File: src/hw/status_event_pkg.sv
// Constants, field positions and carrier types for the status and event
// reporting block. Assumes one 250 MHz clock and a synchronous reset.
package status_event_pkg;

	localparam int REG_W = 8;

	// Event flag bit positions
	localparam int EV_ACQ_DONE = 0;
	localparam int EV_STOP = 1;
	localparam int EV_QUERY_ERR = 2;
	localparam int EV_CONFLICT = 3;
	localparam int EV_EXEC_ERR = 4;
	localparam int EV_CMD_ERR = 5;
	localparam int EV_BUF_75 = 6;
	localparam int EV_POWER_ON = 7;

	// Summary status byte bit positions
	localparam int SB_ALARM = 0;
	localparam int SB_TRIG = 1;
	localparam int SB_READY = 2;
	localparam int SB_SCAN = 3;
	localparam int SB_MSG = 4;
	localparam int SB_EVENT_SUM = 5;
	localparam int SB_SRQ = 6;
	localparam int SB_OVERRUN = 7;

	// Error source bit positions
	localparam int ES_CAL = 0;
	localparam int ES_CONFLICT = 1;
	localparam int ES_EXEC = 2;
	localparam int ES_CMD = 3;

	localparam logic [7:0] REG_ZERO = 8'h00;
	localparam logic [7:0] EV_RESET_VAL = 8'h80;
	localparam logic [7:0] MASK_RESET_VAL = 8'h00;

	typedef logic [REG_W-1:0] reg8_t;

	// Controller commands, one-hot except CMD_NONE (all zero)
	typedef enum logic [7:0] {
		CMD_NONE = 8'h00,
		CMD_READ_EVENT = 8'h01,
		CMD_READ_SUMMARY = 8'h02,
		CMD_READ_CAL = 8'h04,
		CMD_READ_ERRSRC = 8'h08,
		CMD_EVMASK_READ = 8'h10,
		CMD_EVMASK_WRITE = 8'h20,
		CMD_SRMASK_READ = 8'h40,
		CMD_SRMASK_WRITE = 8'h80
	} cmd_t;

	typedef struct packed {
		logic valid;
		cmd_t cmd;
		reg8_t data;
	} ctrl_req_t;

	typedef struct packed {
		logic valid;
		reg8_t data;
	} ctrl_rsp_t;

	// Internal device condition inputs
	typedef struct packed {
		reg8_t cal_err;
		logic err_conflict;
		logic err_exec;
		logic err_cmd;
		logic acq_done;
		logic pretrig_met;
		logic new_trig_cfg;
		logic rearm;
		logic query_err;
		logic buf_75;
		logic sys_reset_cmd;
		logic alarm;
		logic trig_detected;
		logic ready;
		logic scan_avail;
		logic msg_waiting;
		logic overrun;
	} dev_events_t;

	typedef struct packed {
		reg8_t calibration_error_flags;
		reg8_t error_source_flags;
		reg8_t event_flags;
		reg8_t summary_status_byte;
		reg8_t event_flag_mask;
		reg8_t service_request_mask;
		ctrl_rsp_t rsp;
	} state_t;

endpackage

File: src/hw/status_event_reporting.sv
// Status and event reporting hierarchy with masks and service request.
// Assumes requests and device events synchronous to sys_clk_i.
`timescale 1ns/100ps
`default_nettype none

module status_event_reporting (
	input wire logic sys_clk_i,
	input wire logic sys_rst_i,
	input wire status_event_pkg::ctrl_req_t req_i,
	input wire status_event_pkg::dev_events_t ev_i,
	output status_event_pkg::ctrl_rsp_t rsp_o,
	output status_event_pkg::reg8_t poll_byte_o,
	output logic srq_o
);
	import status_event_pkg::*;

	state_t s_q;
	state_t s_d;
	logic rd_event;
	logic rd_summary;
	logic rd_cal;
	logic rd_errsrc;
	reg8_t ev_set;
	reg8_t es_set;
	reg8_t sb_live;
	reg8_t ev_next;
	logic srq_now;

	function automatic logic is_cmd(input ctrl_req_t r, input cmd_t c);
		is_cmd = r.valid && (r.cmd == c);
	endfunction

	assign rd_event = is_cmd(req_i, CMD_READ_EVENT);
	assign rd_summary = is_cmd(req_i, CMD_READ_SUMMARY);
	assign rd_cal = is_cmd(req_i, CMD_READ_CAL);
	assign rd_errsrc = is_cmd(req_i, CMD_READ_ERRSRC);

	// ----------------------------------------------------------------
	// Set terms from the device
	// ----------------------------------------------------------------
	always_comb begin
		es_set = REG_ZERO;
		es_set[ES_CAL] = |s_q.calibration_error_flags | (|ev_i.cal_err);
		es_set[ES_CONFLICT] = ev_i.err_conflict;
		es_set[ES_EXEC] = ev_i.err_exec;
		es_set[ES_CMD] = ev_i.err_cmd;
		ev_set = REG_ZERO;
		ev_set[EV_ACQ_DONE] = ev_i.acq_done;
		ev_set[EV_STOP] = ev_i.pretrig_met;
		ev_set[EV_QUERY_ERR] = ev_i.query_err;
		ev_set[EV_CONFLICT] = es_set[ES_CONFLICT];
		ev_set[EV_EXEC_ERR] = es_set[ES_EXEC];
		ev_set[EV_CMD_ERR] = es_set[ES_CMD];
		ev_set[EV_BUF_75] = ev_i.buf_75;
		ev_set[EV_POWER_ON] = ev_i.sys_reset_cmd;
	end

	// ----------------------------------------------------------------
	// Next state
	// ----------------------------------------------------------------
	always_comb begin
		s_d = s_q;
		s_d.rsp = '{valid: 1'b0, data: REG_ZERO};

		// Read returns old contents then clears; new sets win
		if (rd_cal) begin
			s_d.rsp = '{valid: 1'b1, data: s_q.calibration_error_flags};
		end
		s_d.calibration_error_flags = (rd_cal ? REG_ZERO :
			s_q.calibration_error_flags) | ev_i.cal_err;

		if (rd_errsrc) begin
			s_d.rsp = '{valid: 1'b1, data: s_q.error_source_flags};
		end
		s_d.error_source_flags = (rd_errsrc ? REG_ZERO :
			s_q.error_source_flags) | es_set;

		ev_next = s_q.event_flags;
		if (rd_event) begin
			s_d.rsp = '{valid: 1'b1, data: s_q.event_flags};
			ev_next = REG_ZERO;
		end
		if (ev_i.new_trig_cfg) begin
			ev_next[EV_ACQ_DONE] = 1'b0;
		end
		if (ev_i.new_trig_cfg || ev_i.rearm) begin
			ev_next[EV_STOP] = 1'b0;
		end
		ev_next = ev_next | ev_set;
		ev_next[EV_BUF_75] = ev_i.buf_75;
		s_d.event_flags = ev_next;

		// Summary byte is a live image of conditions and masked events
		sb_live = REG_ZERO;
		sb_live[SB_ALARM] = ev_i.alarm;
		sb_live[SB_TRIG] = ev_i.trig_detected;
		sb_live[SB_READY] = ev_i.ready;
		sb_live[SB_SCAN] = ev_i.scan_avail;
		sb_live[SB_MSG] = ev_i.msg_waiting;
		sb_live[SB_OVERRUN] = ev_i.overrun;
		sb_live[SB_EVENT_SUM] = |(ev_next & s_q.event_flag_mask);
		srq_now = |(sb_live & s_q.service_request_mask &
			~(8'h01 << SB_SRQ));
		sb_live[SB_SRQ] = srq_now;
		if (rd_summary) begin
			s_d.rsp = '{valid: 1'b1, data: s_q.summary_status_byte};
			s_d.summary_status_byte = REG_ZERO;
		end else begin
			s_d.summary_status_byte = sb_live;
		end

		// Masks: read, whole-value write, write of zero clears
		if (is_cmd(req_i, CMD_EVMASK_READ)) begin
			s_d.rsp = '{valid: 1'b1, data: s_q.event_flag_mask};
		end
		if (is_cmd(req_i, CMD_EVMASK_WRITE)) begin
			s_d.event_flag_mask = req_i.data;
		end
		if (is_cmd(req_i, CMD_SRMASK_READ)) begin
			s_d.rsp = '{valid: 1'b1, data: s_q.service_request_mask};
		end
		if (is_cmd(req_i, CMD_SRMASK_WRITE)) begin
			s_d.service_request_mask = req_i.data;
		end

		// System reset command: summary cleared, power-on flag raised
		if (ev_i.sys_reset_cmd) begin
			s_d.summary_status_byte = REG_ZERO;
			s_d.event_flags = s_d.event_flags | EV_RESET_VAL;
		end
	end

	// ----------------------------------------------------------------
	// Registers
	// ----------------------------------------------------------------
	always_ff @(posedge sys_clk_i) begin
		if (sys_rst_i) begin
			s_q.calibration_error_flags <= REG_ZERO;
			s_q.error_source_flags <= REG_ZERO;
			s_q.event_flags <= EV_RESET_VAL;
			s_q.summary_status_byte <= REG_ZERO;
			s_q.event_flag_mask <= MASK_RESET_VAL;
			s_q.service_request_mask <= MASK_RESET_VAL;
			s_q.rsp <= '{valid: 1'b0, data: REG_ZERO};
		end else begin
			s_q <= s_d;
		end
	end

	assign rsp_o = s_q.rsp;
	assign poll_byte_o = s_q.summary_status_byte;
	assign srq_o = s_q.summary_status_byte[SB_SRQ];

endmodule

`default_nettype wire

File: config.mk
export PLATFORM = sky130hd
export DESIGN_NAME = status_event_reporting
export DESIGN_NICKNAME = d
export VERILOG_FILES = /design/src/hw/status_event_pkg.sv /design/src/hw/status_event_reporting.sv
export SDC_FILE = /design/constraint.sdc
export NUM_CORES = 1
export LEC_CHECK = 0
export BUFFER_PORTS_ARGS = -buffer_cell sky130_fd_sc_hd__buf_2
export CORE_MARGIN = 1.5
export CORE_UTILIZATION = 50
export CTS_BUF_LIST = sky130_fd_sc_hd__clkbuf_4
export DETAILED_ROUTE_END_ITERATION = 6
export PLACE_DENSITY = 0.89
export SYNTH_ARGS = -nofsm -noshare
export SYNTH_HDL_FRONTEND = slang
export SYNTH_SLANG_ARGS = --single-unit
File: constraint.sdc
create_clock -name sys_clk_i -period 2 [get_ports sys_clk_i]
set_clock_uncertainty 0.15 [all_clocks]
set_input_delay 0.1 -clock sys_clk_i [delete_from_list [all_inputs] [get_ports sys_clk_i]]
set_output_delay 0.1 -clock sys_clk_i [all_outputs]
set_load 0.02 [all_outputs]
# Word level (Yosys, flattened, before mapping)
# Cells that the tools add are included.
[totals]
reg_bits = 57
inputBits = 43
output_inout_bits = 18
elab_cells = 49
[op_classes]
n_eq_ne = 8
mux = 11
bitwise = 6
n_reduce_logical = 15
[ops]
columns = ["cell", "count"]
rows = [
  ["$mux W9", 6],
  ["$mux W8", 3],
  ["$reduce_or A8 Y1", 3],
  ["$and A8 B8 Y8", 2],
  ["$or A8 B8 Y8", 2],
  ["$eq A8 B1 Y1 const B", 1],
  ["$eq A8 B2 Y1 const B", 1],
  ["$eq A8 B3 Y1 const B", 1],
  ["$eq A8 B4 Y1 const B", 1],
  ["$eq A8 B5 Y1 const B", 1],
  ["$eq A8 B6 Y1 const B", 1],
  ["$eq A8 B7 Y1 const B", 1],
  ["$eq A8 B8 Y1 const B", 1],
  ["$logic_and A1 B1 Y1", 8],
  ["$or A8 B4 Y8", 1],
  ["$reduce_or A7 Y1", 1],
  ["$reduce_or A3 Y1", 1],
  ["$mux W1", 2],
  ["$reduce_or A2 Y1", 1],
  ["$logic_or A1 B1 Y1", 1],
  ["$or A1 B1 Y1", 1],
]

# Longest topological paths before layout
[logic_depth]
ltp_word = 9
mapped_depth = 7
mapped_depth_nobuf = 5

# Least setup slack after synthesis
# No wires, ideal clock.
[synth_path]
kind = "input -> register"
startpoint = "input req_i[14] (netlist name)"
endpoint = "register s_q, in the netlist rsp_o[2]"
setup_ns = 0.071
arrival_ns = 1.877
t_required_ns = 1.779
setup_slack_ns = -0.098
path_stages = 6
path_buffers = 1
path_cell_list = "clkbuf_1 -> or4_4 -> nor4_4 -> a221oi_2 -> or4_1 -> a21oi_1"
[synth_via]
elab_chain_cells = 8
word_cells_on_any_way = 18
[synth_rtl]
columns = ["item", "line_no", "text"]
rows = [
  ["from (decl)", "status_event_reporting.sv:9", "input wire status_event_pkg::ctrl_req_t req_i,"],
  ["$eq A8 B3 Y1", "status_event_reporting.sv:30", "is_cmd = r.valid && (r.cmd == c);"],
  ["$logic_and A1 B1 Y1", "status_event_reporting.sv:30", ""],
  ["$mux W9", "status_event_reporting.sv:66", "if (rd_cal) begin"],
  ["$mux W9", "status_event_reporting.sv:72", "if (rd_errsrc) begin"],
  ["$mux W9", "status_event_reporting.sv:79", "if (rd_event) begin"],
  ["$mux W9", "status_event_reporting.sv:105", "if (rd_summary) begin"],
  ["$mux W9", "status_event_reporting.sv:113", "if (is_cmd(req_i, CMD_EVMASK_READ)) begin"],
  ["$mux W9 *", "status_event_reporting.sv:119", "if (is_cmd(req_i, CMD_SRMASK_READ)) begin"],
  ["to (decl)", "status_event_reporting.sv:17", "state_t s_q;"],
]
# Mark *: on every way between the ends. The rest lies on a longest branch, timed or not.
# A chain may end at the register's enable or synchronous reset.

# Worst setup path in the final report
[layout_path]
startpoint = "register s_q[43] (netlist name)"
endpoint = "register s_q, in the netlist rsp_o[2]"
[layout_via]
elab_chain_cells = 5
[layout_rtl]
columns = ["item", "line_no"]
rows = [
  ["$mux W9", "status_event_reporting.sv:72"],
  ["$mux W9", "status_event_reporting.sv:79"],
  ["$mux W9", "status_event_reporting.sv:105"],
  ["$mux W9", "status_event_reporting.sv:113"],
  ["$mux W9", "status_event_reporting.sv:119"],
]
# No other way between the ends.

==> results.toml <==
[logic_synthesis]
synth_area_per_cell_um2 = 8.77
synth_cells = 287
synth_cell_types = 49
ys_ff_latch = 53
synth_edf_count = 0
synth.top_cell.area_share_pct = 42.2
synthTopCellsByCount = "dfxtp_1 (53), nor2_1 (43), a21oi_1 (24), buf_4 (17), mux2i_1 (16)"
synth_area_um2 = 2520
synthFlopType = "dfxtp_1"
yosysMostFrequentCell = "dfxtp_1"
synth_area_leaders = "dfxtp_1 (42%), nor2_1 (6.4%), mux2i_1 (6.4%)"
ys_seq_area_share_pct = 42.2
synth_largest_area_cell = "dfxtp_1"
async_flop_share_pct = 0
ys_warn_count = 0
syn_nets = 330

[outcome]
status = "finished, final reports clean"

[worst_setup_path]
crit_required_ns = 2.18
cp.arrival_ns = 2.01
critPathMaxFanout = 2
critPathCaptureType = "flop"
startpoint_type = "flop"
critPathKind = "reg2reg"

[timing]
hold_viol = 0
final-max-slew-violation-count = 0
maxSlewHeadroom_pct = 67.1
clock.fmax_mhz = 545
finalSetupViolCount = 0
final.period_utilization_pct = 91.7
grt_setup_unrepaired = "false"
tightest_slew_ns = 0.481
period_needed_ns = 1.83
setup_ws_ns = 0.166

[cells_and_area]
fill_cells = 355
regArea_um2 = 1060
drive_above_1_share_pct = 26.0
synthToLayoutAreaGrowth_pct = 31.3
n_antenna_cell = 0
fin_util_pct = 69.0
multi_input_area_um2 = 1270
nets = 423

[placed_design]
dpl.hpwl_um = 5070
io_buffers = 60
routabilityCongestion = 0.913
dp_slack_ns = -0.153

[floorplanning]
die_w_um = 73.9
die-area_um2 = 5470
core_um2 = 4790
start_util_pct = 52.6
fp-row-count = 25
die_y_um = 73.9
boundaryPins = 61

[routing]
dr.pass1.iters = 5
via_count = 2519
vias_per_cell = 5.62
routed_wl_um = 7060
drtAntennaViolNets = 0
drc = 0
drt_iter0_markers = 243
wl_per_cell_um = 15.8

[clocking]
clock_latency_ns = 0.39
clockBufferDepth = 2
clk_pin_slew_ns = 0.16
ctsRootBufferMaster = "clkbuf_4"
cts_sinks = 53
h-tree-depth = 2
cts_inserted_buffers = 5
cts_tree = "done"
ctsResizeCount = 0

[global_routing]
grt_usage_pct = 27.4
grt_max_degree = 29
antenna_found_initial = 0
grt_pass1_vias = 2401
grt_pass1_wl_um = 11300
grt_overflow = 0

[pwr]
peakVddDrop_mv = 0.491
power_density_nw_per_um2 = 562
p_leak_nw = 1.50

[hold_path]
holdCritPathClass = "in2reg"

[run]
drv_cap = 0
[per-layer routing]
metal	up-vias	track usage, %	wire length [um]
met5	-	0	0
met4	0	11.9	148
met1	1182	34.7	3060
met3	14	5.42	427
met2	98	45.3	3420
li1	1225	-	-
[cell usage in the layout, fill, tap and decap left out, drive strengths merged, types with 2 or more instances in the layout]
cell type / count
a21oi: 24
nand3b: 3
mux2i: 16
nand4b: 2
or4: 5
o21ai: 9
nor2b: 6
nor3: 2
buf: 86
nand2b: 5
nand3: 3
a221oi: 2
a22oi: 12
a211oi: 3
nor2: 43
a21o: 3
clkinv: 3
and3: 4
and2: 6
dlygate4sd3: 33
nor4: 12
dfxtp: 53
nand4: 4
nor4bb: 4
clkbuf: 5
nand2: 11
nor3b: 2
[sequential cells by signal (all words and copies together), names as in the netlist]
register	flops
poll_byte_o	8
rsp_o	9
s_q	36
[area by class of cell]
class | instances | share of cell area, %
Clock buffer | 5 | 1.14
Clock inverter | 3 | 0.682
Inverter | 1 | 0.114
Multi-Input combinational cell | 200 | 38.4
Sequential cell | 53 | 32.1
Tap cell | 67 | 2.54
Timing Repair Buffer | 119 | 25.0
[metrics by stage]
| stage | TNS, ns | instances | hold slack (ns) | total power [W] | instance area, um2 |
|---|---|---|---|---|---|
| 2_1_floorplan | 0 | 287 | 0.0444 | 0.00122 | 2520 |
| 3_3_place_gp | -0.201 | 407 | 0.165 | 0.00132 | 2910 |
| 3_5_place_dp | -0.271 | 407 | 0.170 | 0.00133 | 2910 |
| 4_1_cts | 0 | 448 | 0.0310 | 0.00186 | 3300 |
| 5_1_grt | 0 | 448 | 0.0786 | 0.00194 | 3300 |
| 6_report | 0 | 448 | 0.0521 | 0.00186 | 3300 |
[cells by family (layout without fill, tap and decap cells)]
logic type | Yosys count | in the layout | share of synthesized area, %
AOI/OAI and AO/OA | 65 | 65 | 17.1
xor gates and xnor gates | 1 | 1 | 0.348
buffers and inverters | 34 | 128 | 7.66
DFF | 53 | 53 | 42.2
muxes | 16 | 16 | 6.36
and+or+nand+nor | 118 | 118 | 26.4
[worst paths after layout]
| check | endpoint | slack (ns) | cells past startpoint | from |
|---|---|---|---|---|
| worst min-delay path | rsp_o[8] | 0.05 | 5 | req_i[14] |
| worst max register to register | rsp_o[2] | 0.17 | 5 | s_q[43] |
| worst max-delay path | rsp_o[2] | 0.17 | 5 | s_q[43] |
| worst min register to register | rsp_o[6] | 0.36 | 2 | poll_byte_o[6] |
[repair_timing]
action                    CTS  global route
hold endpoints to repair   43             0
hold buffers               33             0
setup buffers               0             0
[where the power goes]
group          total, W  internal (W)  switching [W]
logic          0.000250      0.000131       0.000118
registers       0.00111       0.00109      0.0000255
clock network  0.000494      0.000140       0.000354
[critical path, cell delays in order (launching register included)]
cell and delay, ns:
dfxtp_1 0.36, nand3b_1 0.09, a2111oi_0 0.51, a221oi_2 0.05
or4_1 0.48, a21oi_1 0.15
Power figures use the tool's default switching activity.
